**config.mk**
```make
export PLATFORM = sky130hd
export DESIGN_NAME = ieme_top
export DESIGN_NICKNAME = d
export VERILOG_FILES = /design/src/core/ieme_sfr_reg_end.sv /design/src/core/ieme_pkg.sv /design/src/core/ieme_sfr_reg.sv /design/src/core/ieme_top.sv
export VERILOG_INCLUDE_DIRS = /design/src /design/src/core
export SDC_FILE = /design/constraint.sdc
export NUM_CORES = 1
export LEC_CHECK = 0
export BUFFER_PORTS_ARGS = -buffer_cell sky130_fd_sc_hd__buf_2
export CORE_ASPECT_RATIO = 1.2
export CORE_MARGIN = 5
export CORE_UTILIZATION = 45
export DETAILED_ROUTE_END_ITERATION = 10
export PLACE_DENSITY_LB_ADDON = 0.25
export SYNTH_ARGS = -nofsm -noshare
export SYNTH_HDL_FRONTEND = slang
export SYNTH_SLANG_ARGS = --single-unit
```
**constraint.sdc**
```tcl
create_clock -name mclk -period 1.7 [get_ports mclk]
set_input_delay 0 -clock mclk [delete_from_list [all_inputs] [get_ports mclk]]
set_output_delay 0 -clock mclk [all_outputs]
set_load 0.01 [all_outputs]
```
**src/core/ieme_consts.svh**
```systemverilog
// constants for the extended interrupt enable register
`ifndef IEME_CONSTS_SVH
`define IEME_CONSTS_SVH
`define IEME_REG_ADDR 8'hE6
`define IEME_REG_RESET 8'h00
`define IEME_BIT_TIMER3 7
`define IEME_BIT_COMP1 6
`define IEME_BIT_COMP0 5
`define IEME_BIT_COUNTER 4
`define IEME_BIT_ADC_DONE 3
`define IEME_BIT_ADC_WINDOW 2
`define IEME_BIT_ALARM 1
`define IEME_BIT_TWOWIRE 0
`endif

```
**src/core/ieme_sfr_reg_end.sv**
```systemverilog
// (intentionally minimal) no further logic
`timescale 1ns/1ns
`default_nettype none
`default_nettype wire

```
**src/core/ieme_pkg.sv**
```systemverilog
// types and shared decode for the extended interrupt enable register
package ieme_pkg;
  typedef logic [7:0] ieme_byte_t;

  // true when the special-function address selects this register (all pages)
  function automatic logic ieme_hit(input ieme_byte_t addr, input ieme_byte_t reg_addr);
    ieme_hit = (addr == reg_addr);
  endfunction
endpackage

```
**src/core/ieme_sfr_reg.sv**
```systemverilog
// special-function register slice holding the eight enable bits
`timescale 1ns/1ns
`default_nettype none
`include "ieme_consts.svh"
module ieme_sfr_reg
  import ieme_pkg::*;
(
  input wire logic mclk, // system clock
  input wire logic rst_b, // async reset, active low
  input wire logic [7:0] sfr_addr, // register address
  input wire logic sfr_wr, // write strobe
  input wire logic sfr_rd, // read strobe
  input wire logic [7:0] sfr_wdata, // write data
  output ieme_byte_t enable, // stored enable bits
  output ieme_byte_t sfr_rdata // read data, zero when not selected
);
  logic wr_hit;
  logic rd_hit;

  assign wr_hit = sfr_wr && ieme_hit(sfr_addr, `IEME_REG_ADDR);
  assign rd_hit = sfr_rd && ieme_hit(sfr_addr, `IEME_REG_ADDR);

  always_ff @(posedge mclk or negedge rst_b) begin
    if (!rst_b) begin
      enable <= `IEME_REG_RESET;
    end else if (wr_hit) begin
      enable <= sfr_wdata;
    end
  end

  // read returns the value held before any write in the same cycle
  always_ff @(posedge mclk or negedge rst_b) begin
    if (!rst_b) begin
      sfr_rdata <= 8'h00;
    end else if (rd_hit) begin
      sfr_rdata <= enable;
    end else begin
      sfr_rdata <= 8'h00;
    end
  end
endmodule
`default_nettype wire

```
**src/core/ieme_top.sv**
```systemverilog
// extended interrupt enable register with per-source request gating
//
// How it works
// bit 6 passes comparator 1 rise or fall requests, else blocks them.
// bit 5 passes comparator 0 rise or fall requests, else masks them.
// bit 3 forwards the ADC conversion-done interrupt, else suppresses it.
// bit 2 forwards the ADC window-compare interrupt, else suppresses it.
// bit 1 forwards clock alarm match requests, else blocks them.
// bits 7,4,0 gate timer 3, counter array, two-wire; all read/write, reset 0.
`timescale 1ns/1ns
`default_nettype none
`include "ieme_consts.svh"
module ieme_top
  import ieme_pkg::*;
(
  input wire logic mclk, // system clock, 25 MHz
  input wire logic rst_b, // async reset, active low
  input wire logic [7:0] sfr_addr, // register address
  input wire logic sfr_wr, // write strobe
  input wire logic sfr_rd, // read strobe
  input wire logic [7:0] sfr_wdata, // write data
  output ieme_byte_t sfr_rdata, // read data
  input wire logic timer3_low_overflow_flag, // timer 3 low byte overflow
  input wire logic timer3_high_overflow_flag, // timer 3 high byte overflow
  input wire logic comparator1_rise_flag, // comparator 1 rising edge
  input wire logic comparator1_fall_flag, // comparator 1 falling edge
  input wire logic comparator0_rise_flag, // comparator 0 rising edge
  input wire logic comparator0_fall_flag, // comparator 0 falling edge
  input wire logic counter_array_flag, // counter array request
  input wire logic adc_conversion_done_flag, // adc conversion complete
  input wire logic adc_window_match_flag, // adc window compare
  input wire logic clock_alarm_flag, // calendar clock alarm match
  input wire logic twowire_flag, // two-wire bus request
  output logic timer3_irq_req, // gated request to core
  output logic comparator1_irq_req, // gated request to core
  output logic comparator0_irq_req, // gated request to core
  output logic counter_array_irq_req, // gated request to core
  output logic adc_done_irq_req, // gated request to core
  output logic adc_window_irq_req, // gated request to core
  output logic clock_alarm_irq_req, // gated request to core
  output logic twowire_irq_req // gated request to core
);
  // ****************************************
  // register
  // ****************************************
  ieme_byte_t enable;
  logic timer3_irq_enable;
  logic comparator1_irq_enable;
  logic comparator0_irq_enable;
  logic counter_array_irq_enable;
  logic adc_done_irq_enable;
  logic adc_window_irq_enable;
  logic clock_alarm_irq_enable;
  logic twowire_irq_enable;

  ieme_sfr_reg u_reg (
    .mclk(mclk),
    .rst_b(rst_b),
    .sfr_addr(sfr_addr),
    .sfr_wr(sfr_wr),
    .sfr_rd(sfr_rd),
    .sfr_wdata(sfr_wdata),
    .enable(enable),
    .sfr_rdata(sfr_rdata)
  );

  assign timer3_irq_enable = enable[`IEME_BIT_TIMER3];
  assign comparator1_irq_enable = enable[`IEME_BIT_COMP1];
  assign comparator0_irq_enable = enable[`IEME_BIT_COMP0];
  assign counter_array_irq_enable = enable[`IEME_BIT_COUNTER];
  assign adc_done_irq_enable = enable[`IEME_BIT_ADC_DONE];
  assign adc_window_irq_enable = enable[`IEME_BIT_ADC_WINDOW];
  assign clock_alarm_irq_enable = enable[`IEME_BIT_ALARM];
  assign twowire_irq_enable = enable[`IEME_BIT_TWOWIRE];

  // ****************************************
  // request gating
  // ****************************************
  // sources are flags on this clock, so no synchroniser; one cycle of latency
  // keeps every output on a flop at the cost of a cycle of response time
  logic timer3_any;
  logic comparator1_any;
  logic comparator0_any;

  assign timer3_any = timer3_low_overflow_flag || timer3_high_overflow_flag;
  assign comparator1_any = comparator1_rise_flag || comparator1_fall_flag;
  assign comparator0_any = comparator0_rise_flag || comparator0_fall_flag;

  always_ff @(posedge mclk or negedge rst_b) begin
    if (!rst_b) begin
      comparator1_irq_req <= 1'b0;
      comparator0_irq_req <= 1'b0;
    end else begin
      comparator1_irq_req <= comparator1_irq_enable && comparator1_any;
      comparator0_irq_req <= comparator0_irq_enable && comparator0_any;
    end
  end

  always_ff @(posedge mclk or negedge rst_b) begin
    if (!rst_b) begin
      adc_done_irq_req <= 1'b0;
      adc_window_irq_req <= 1'b0;
    end else begin
      adc_done_irq_req <= adc_done_irq_enable && adc_conversion_done_flag;
      adc_window_irq_req <= adc_window_irq_enable && adc_window_match_flag;
    end
  end

  always_ff @(posedge mclk or negedge rst_b) begin
    if (!rst_b) begin
      clock_alarm_irq_req <= 1'b0;
    end else begin
      clock_alarm_irq_req <= clock_alarm_irq_enable && clock_alarm_flag;
    end
  end

  always_ff @(posedge mclk or negedge rst_b) begin
    if (!rst_b) begin
      timer3_irq_req <= 1'b0;
      counter_array_irq_req <= 1'b0;
      twowire_irq_req <= 1'b0;
    end else begin
      timer3_irq_req <= timer3_irq_enable && timer3_any;
      counter_array_irq_req <= counter_array_irq_enable && counter_array_flag;
      twowire_irq_req <= twowire_irq_enable && twowire_flag;
    end
  end

  logic reg_wr_hit;
  logic reg_rd_hit;
  assign reg_wr_hit = sfr_wr && ieme_hit(sfr_addr, `IEME_REG_ADDR);
  assign reg_rd_hit = sfr_rd && ieme_hit(sfr_addr, `IEME_REG_ADDR);
endmodule
`default_nettype wire

```
* Yosys cells after proc, flatten, opt, wreduce, memory -nomap -nowiden *
Index checks and enable logic that the tools add are counted.

word-level totals
  register bits = 24
  input port bits = 31
  word-level logic and storage cells = 25
  output and inout port bits = 16

cells by class
  multiplexer cells = 1
  reductions and logical operators = 13
  equal/unequal tests = 1

operator list
  cell                                        number
  1-bit logical AND                           10
  8-bit equality test, second input constant  1
  8-bit 2-to-1 mux                            1
  1-bit logical OR                            3

* Longest topological paths before layout *
  depth after elaboration = 3
  mapped depth = 3
  gate-level depth less buffers = 3

* By module *
A second synthesis with hierarchy kept.

unflattened totals
  cell total of the unflattened synthesis = 52
  area, all modules = 842.1 sq um

modules (own cells, without submodules)
  module        times used  cells an instance  area an instance (sq um)  seq. area each (sq um)
  ieme_sfr_reg  1           36                 588.1                     400.4
  ieme_top      1           16                 254.0                     200.2

* Least setup slack after synthesis *
Ideal clock, no wire load.

  path type = input-to-reg
  start = in sfr_addr[0]
  end = reg u_reg.enable[0]
  slack = 0.873 ns
  setup time = 0.125 ns
  cell stages on the path = 3
  data arrival time = 0.702 ns
  data required time = 1.575 ns
  buffers on the path = 0
  path through = and4bb_2 > nand3_4 > mux2_2

between the ends
  cells in the longest elaborated chain, start to end = 2

ends and longest elaborated chain
  what                  line                source
  start, declared       ieme_top.sv:18      input wire logic [7:0] sfr_addr,
  8-bit equality test   ieme_pkg.sv:7       ieme_hit = (addr == reg_addr);
  1-bit logical AND     ieme_sfr_reg.sv:20  assign wr_hit = sfr_wr && ieme_hit(sfr_addr, `IEME_REG_ADDR);
  end signal, assigned  ieme_sfr_reg.sv:25  enable <= `IEME_REG_RESET;
  end signal, assigned  ieme_sfr_reg.sv:27  enable <= sfr_wdata;
  end, declared         ieme_sfr_reg.sv:14  output ieme_byte_t enable,

Every way passes these cells.
A chain may end at the register's enable or synchronous reset.

* Final worst setup path *
  start = reg u_reg.enable[6]
  end = reg comparator1_irq_req

between the ends
  cells in the longest elaborated chain, start to end = 1

ends and longest elaborated chain
  what                  line            source
  1-bit logical AND     ieme_top.sv:94  comparator1_irq_req <= comparator1_irq_enable && comparator1_any;
  end signal, assigned  ieme_top.sv:94
  end, declared         ieme_top.sv:35  output logic comparator1_irq_req,

Every way passes these cells.

==> summary.txt <==
Outcome
  – Outcome: finished clean

Yosys
  – Top cells by area, synth: dfrtp_1 71%, mux2_2 11%, and2_1 9.7%
  – Synth Flop Type: dfrtp_1
  – Post-synth top area share: 71.32%
  – Most common cell in the synthesized netlist: dfrtp_1
  – Syn Nets: 83
  – Yosys warnings: 0
  – Syn Std Cell Area: 842.1 µm²
  – Area leader, netlist: dfrtp_1
  – Register area share after synthesis: 71.32%
  – Syn avg cell area: 16.19 µm²
  – Top post-synthesis cells by count: 24 x dfrtp_1, 13 x and2_1, 8 x mux2_2
  – Number of flops mapped to enable cells by yosys: 0
  – Seq cells post-synth: 24
  – Async SR Flop Fraction: 100.0%
  – Syn Inst Count: 52
  – Distinct cells, synth: 8

Critical path
  – Worst setup SP type: register
  – Worst Setup End Kind: register
  – Worst flop-to-flop path startpoint: u_reg.enable[6]
  – Ordered cell list for the critical path: o21a_1 > dlygate4sd3_1
  – Crit path kind: reg2reg
  – Max stage delay cell, worst path: dlygate4sd3_1
  – Max FO, Critical Path: 3
  – Critical path's largest stage delay: 0.56 ns
  – Worst Path Required: 1.89 ns
  – R2R Setup Slk: 0.52 ns
  – R2R depth: 2
  – Worst Path Arrival: 1.37 ns
  – Crit path from: u_reg.enable[6]
  – R2r endpoint: comparator1_irq_req
  – Critical Path Sink: comparator1_irq_req

Clocking
  – H-tree levels: 1
  – CTS tree: built
  – Root buffer cell: clkbuf_4
  – CTS sink count: 24
  – CTS Buffer Depth: 2
  – Total CTS buffers: 3
  – Clk_lat worst skew: 0.30 ns
  – Clk slew on worst S/H paths: 0.12 ns

Global route
  – Initial antenna violation count: 0
  – Global Route Usage Sum: 13.70%
  – M1 GR Usage: 13.32%
  – GRT Max-Usage Layer: met2
  – Met2 usage: 26.52%
  – Largest net degree at the start of global routing: 25
  – Vias in the first global route: 729
  – Met3 GRT Util: 4.439%
  – First-pass GRT wire length: 3015 µm
  – Gr ovfl total: 0

Floorplanning
  – Core area: 1808 µm²
  – DIE AREA: 2840 µm²
  – Chip width: 49.49 µm
  – Row count: 17
  – DIE HEIGHT: 57.39 µm
  – Boundary Pins: 47
  – Starting Density: 46.57%

Detailed routing
  – Final wirelength: 1751 µm
  – Routed WL per cell: 12.51 µm
  – Detailed Routing Iterations Pass 1: 2
  – Via count: 649
  – Drt via density: 4.636
  – Initial DRC Count: 4
  – Post-DRT Antenna Nets: 0
  – # DRC: 0

Cells and area
  – Fraction of layout cells with a size suffix above 1: 49.59%
  – Finished Layout Cells: 140
  – Net count, final: 154
  – Sequential cell area: 600.6 µm²
  – Multi-input logic area: 241.5 µm²
  – Fillers: 123
  – Area Growth Syn to Fin: 56.61%
  – Diodes inserted: 0

Placed design
  – RD Place Congestion: 0.6497
  – Dpl cells: 117
  – I/O Buffers: 46

Power
  – Peak supply drop: 554.8 µV
  – Cell leakage power: 0.7535 nW
  – Overall power: 0.9276 mW
  – PwrDens: 703.4 nW/µm²

Hold path
  – Worst Hold Class: in2reg
  – Worst Hold Launch: sfr_wr

Timing
  – Min Tclk post-route: 1.178 ns
  – Slew HR: 66.53%
  – TNS Setup: 0 ns
  – Period Utilization, post-route: 69.31%
  – # setup viols final: 0
  – Final hold viol count: 0
  – Setup Skew: 0.0003926 ns
  – Worst slew pin tran: 0.5020 ns
  – RSZ-0062 raised after global routing: no
  – Fmax: 848.8 MHz
  – Slew Limit Fails: 0

Flow run
  – Max-cap violations: 0
[critical path: cells and delay by family (launching register included)]
family	cells	cell delay [ns]
AOI/OAI and AO/OA	1	0.10
buffers and inverters	1	0.56
DFF	1	0.41
[through the flow]
| step | util [%] | area (µm²) | hold slack [ns] | worst slack (ns) |
|---|---|---|---|---|
| after detailed placement | 60.62 | 1096 | -0.003455 | 0.6909 |
| after floorplan | - | 842.1 | -0.2956 | 0.8732 |
| final | 72.94 | 1319 | 0.1158 | 0.5218 |
| after global routing | 72.94 | 1319 | 0.1130 | 0.4867 |
| after CTS | 72.94 | 1319 | 0.1155 | 0.5236 |
| after global placement | 60.62 | 1096 | -0.007986 | 0.7271 |
[metal layers]
metal | part of all wire, % | vias up | wire (µm)
met5 | 0 | - | 0
li1 | - | 316 | -
met3 | 9.1 | 2 | 160
met1 | 35 | 303 | 609
met2 | 56 | 28 | 973
met4 | 0.46 | 0 | 8
[layout by cell type, fill, tap and decap left out, types with 3 or more instances in the layout]
cell type and n:
dlygate4sd3_1 20, clkbuf_4 3, o21a_1 3, buf_2 46
dfrtp_1 24, and2_1 13, mux2_2 8
[cells by family (layout without fill, tap and decap cells)]
kind of cell,Yosys count,after routing,synth area share (%)
compound gates,3,3,2.674
buf+inv,0,69,0
flops,24,24,71.32
mux,8,8,10.70
simple gates,17,17,15.31
[report_power, final]
part	internal (mW)	leakage (nW)	switching, mW
clock	0.0825	0.0138	0.152
sequential	0.585	0.333	0.00624
combinational	0.0679	0.407	0.0339
total	0.736	0.753	0.192
[registers in the layout, summed over array words and instances (netlist names)]
name	count
counter_array_irq_req	1
twowire_irq_req	1
u_reg.enable	8
comparator0_irq_req	1
adc_done_irq_req	1
timer3_irq_req	1
adc_window_irq_req	1
comparator1_irq_req	1
clock_alarm_irq_req	1
u_reg.sfr_rdata	8
[what timing repair did]
| action | in CTS | in global routing |
|---|---|---|
| hold endpoints to repair | 40 | 0 |
| hold buffers | 20 | 0 |
| gates resized for setup | 0 | 0 |
| setup buffers | 0 | 0 |
[cell type report]
class                      instances  share of cell area, %
clock buffer                       3                  1.708
multi-input combinational         28                  18.31
sequential                        24                  45.54
tap                               19                  1.803
timing repair buffer              66                  32.64
[worst min-delay path by stage]
| stage | end | slack, ns | depth (start not counted) |
|---|---|---|---|
| floorplan | adc_done_irq_req | -0.30 | 0 |
| global placement | u_reg.sfr_rdata[0] | -0.008 | 1 |
| detailed placement | u_reg.sfr_rdata[2] | -0.003 | 1 |
| CTS | u_reg.enable[7] | 0.12 | 3 |
| global route | u_reg.enable[1] | 0.11 | 3 |
| finish | u_reg.enable[4] | 0.12 | 3 |
No activity file was read; power rests on OpenSTA's default activity.
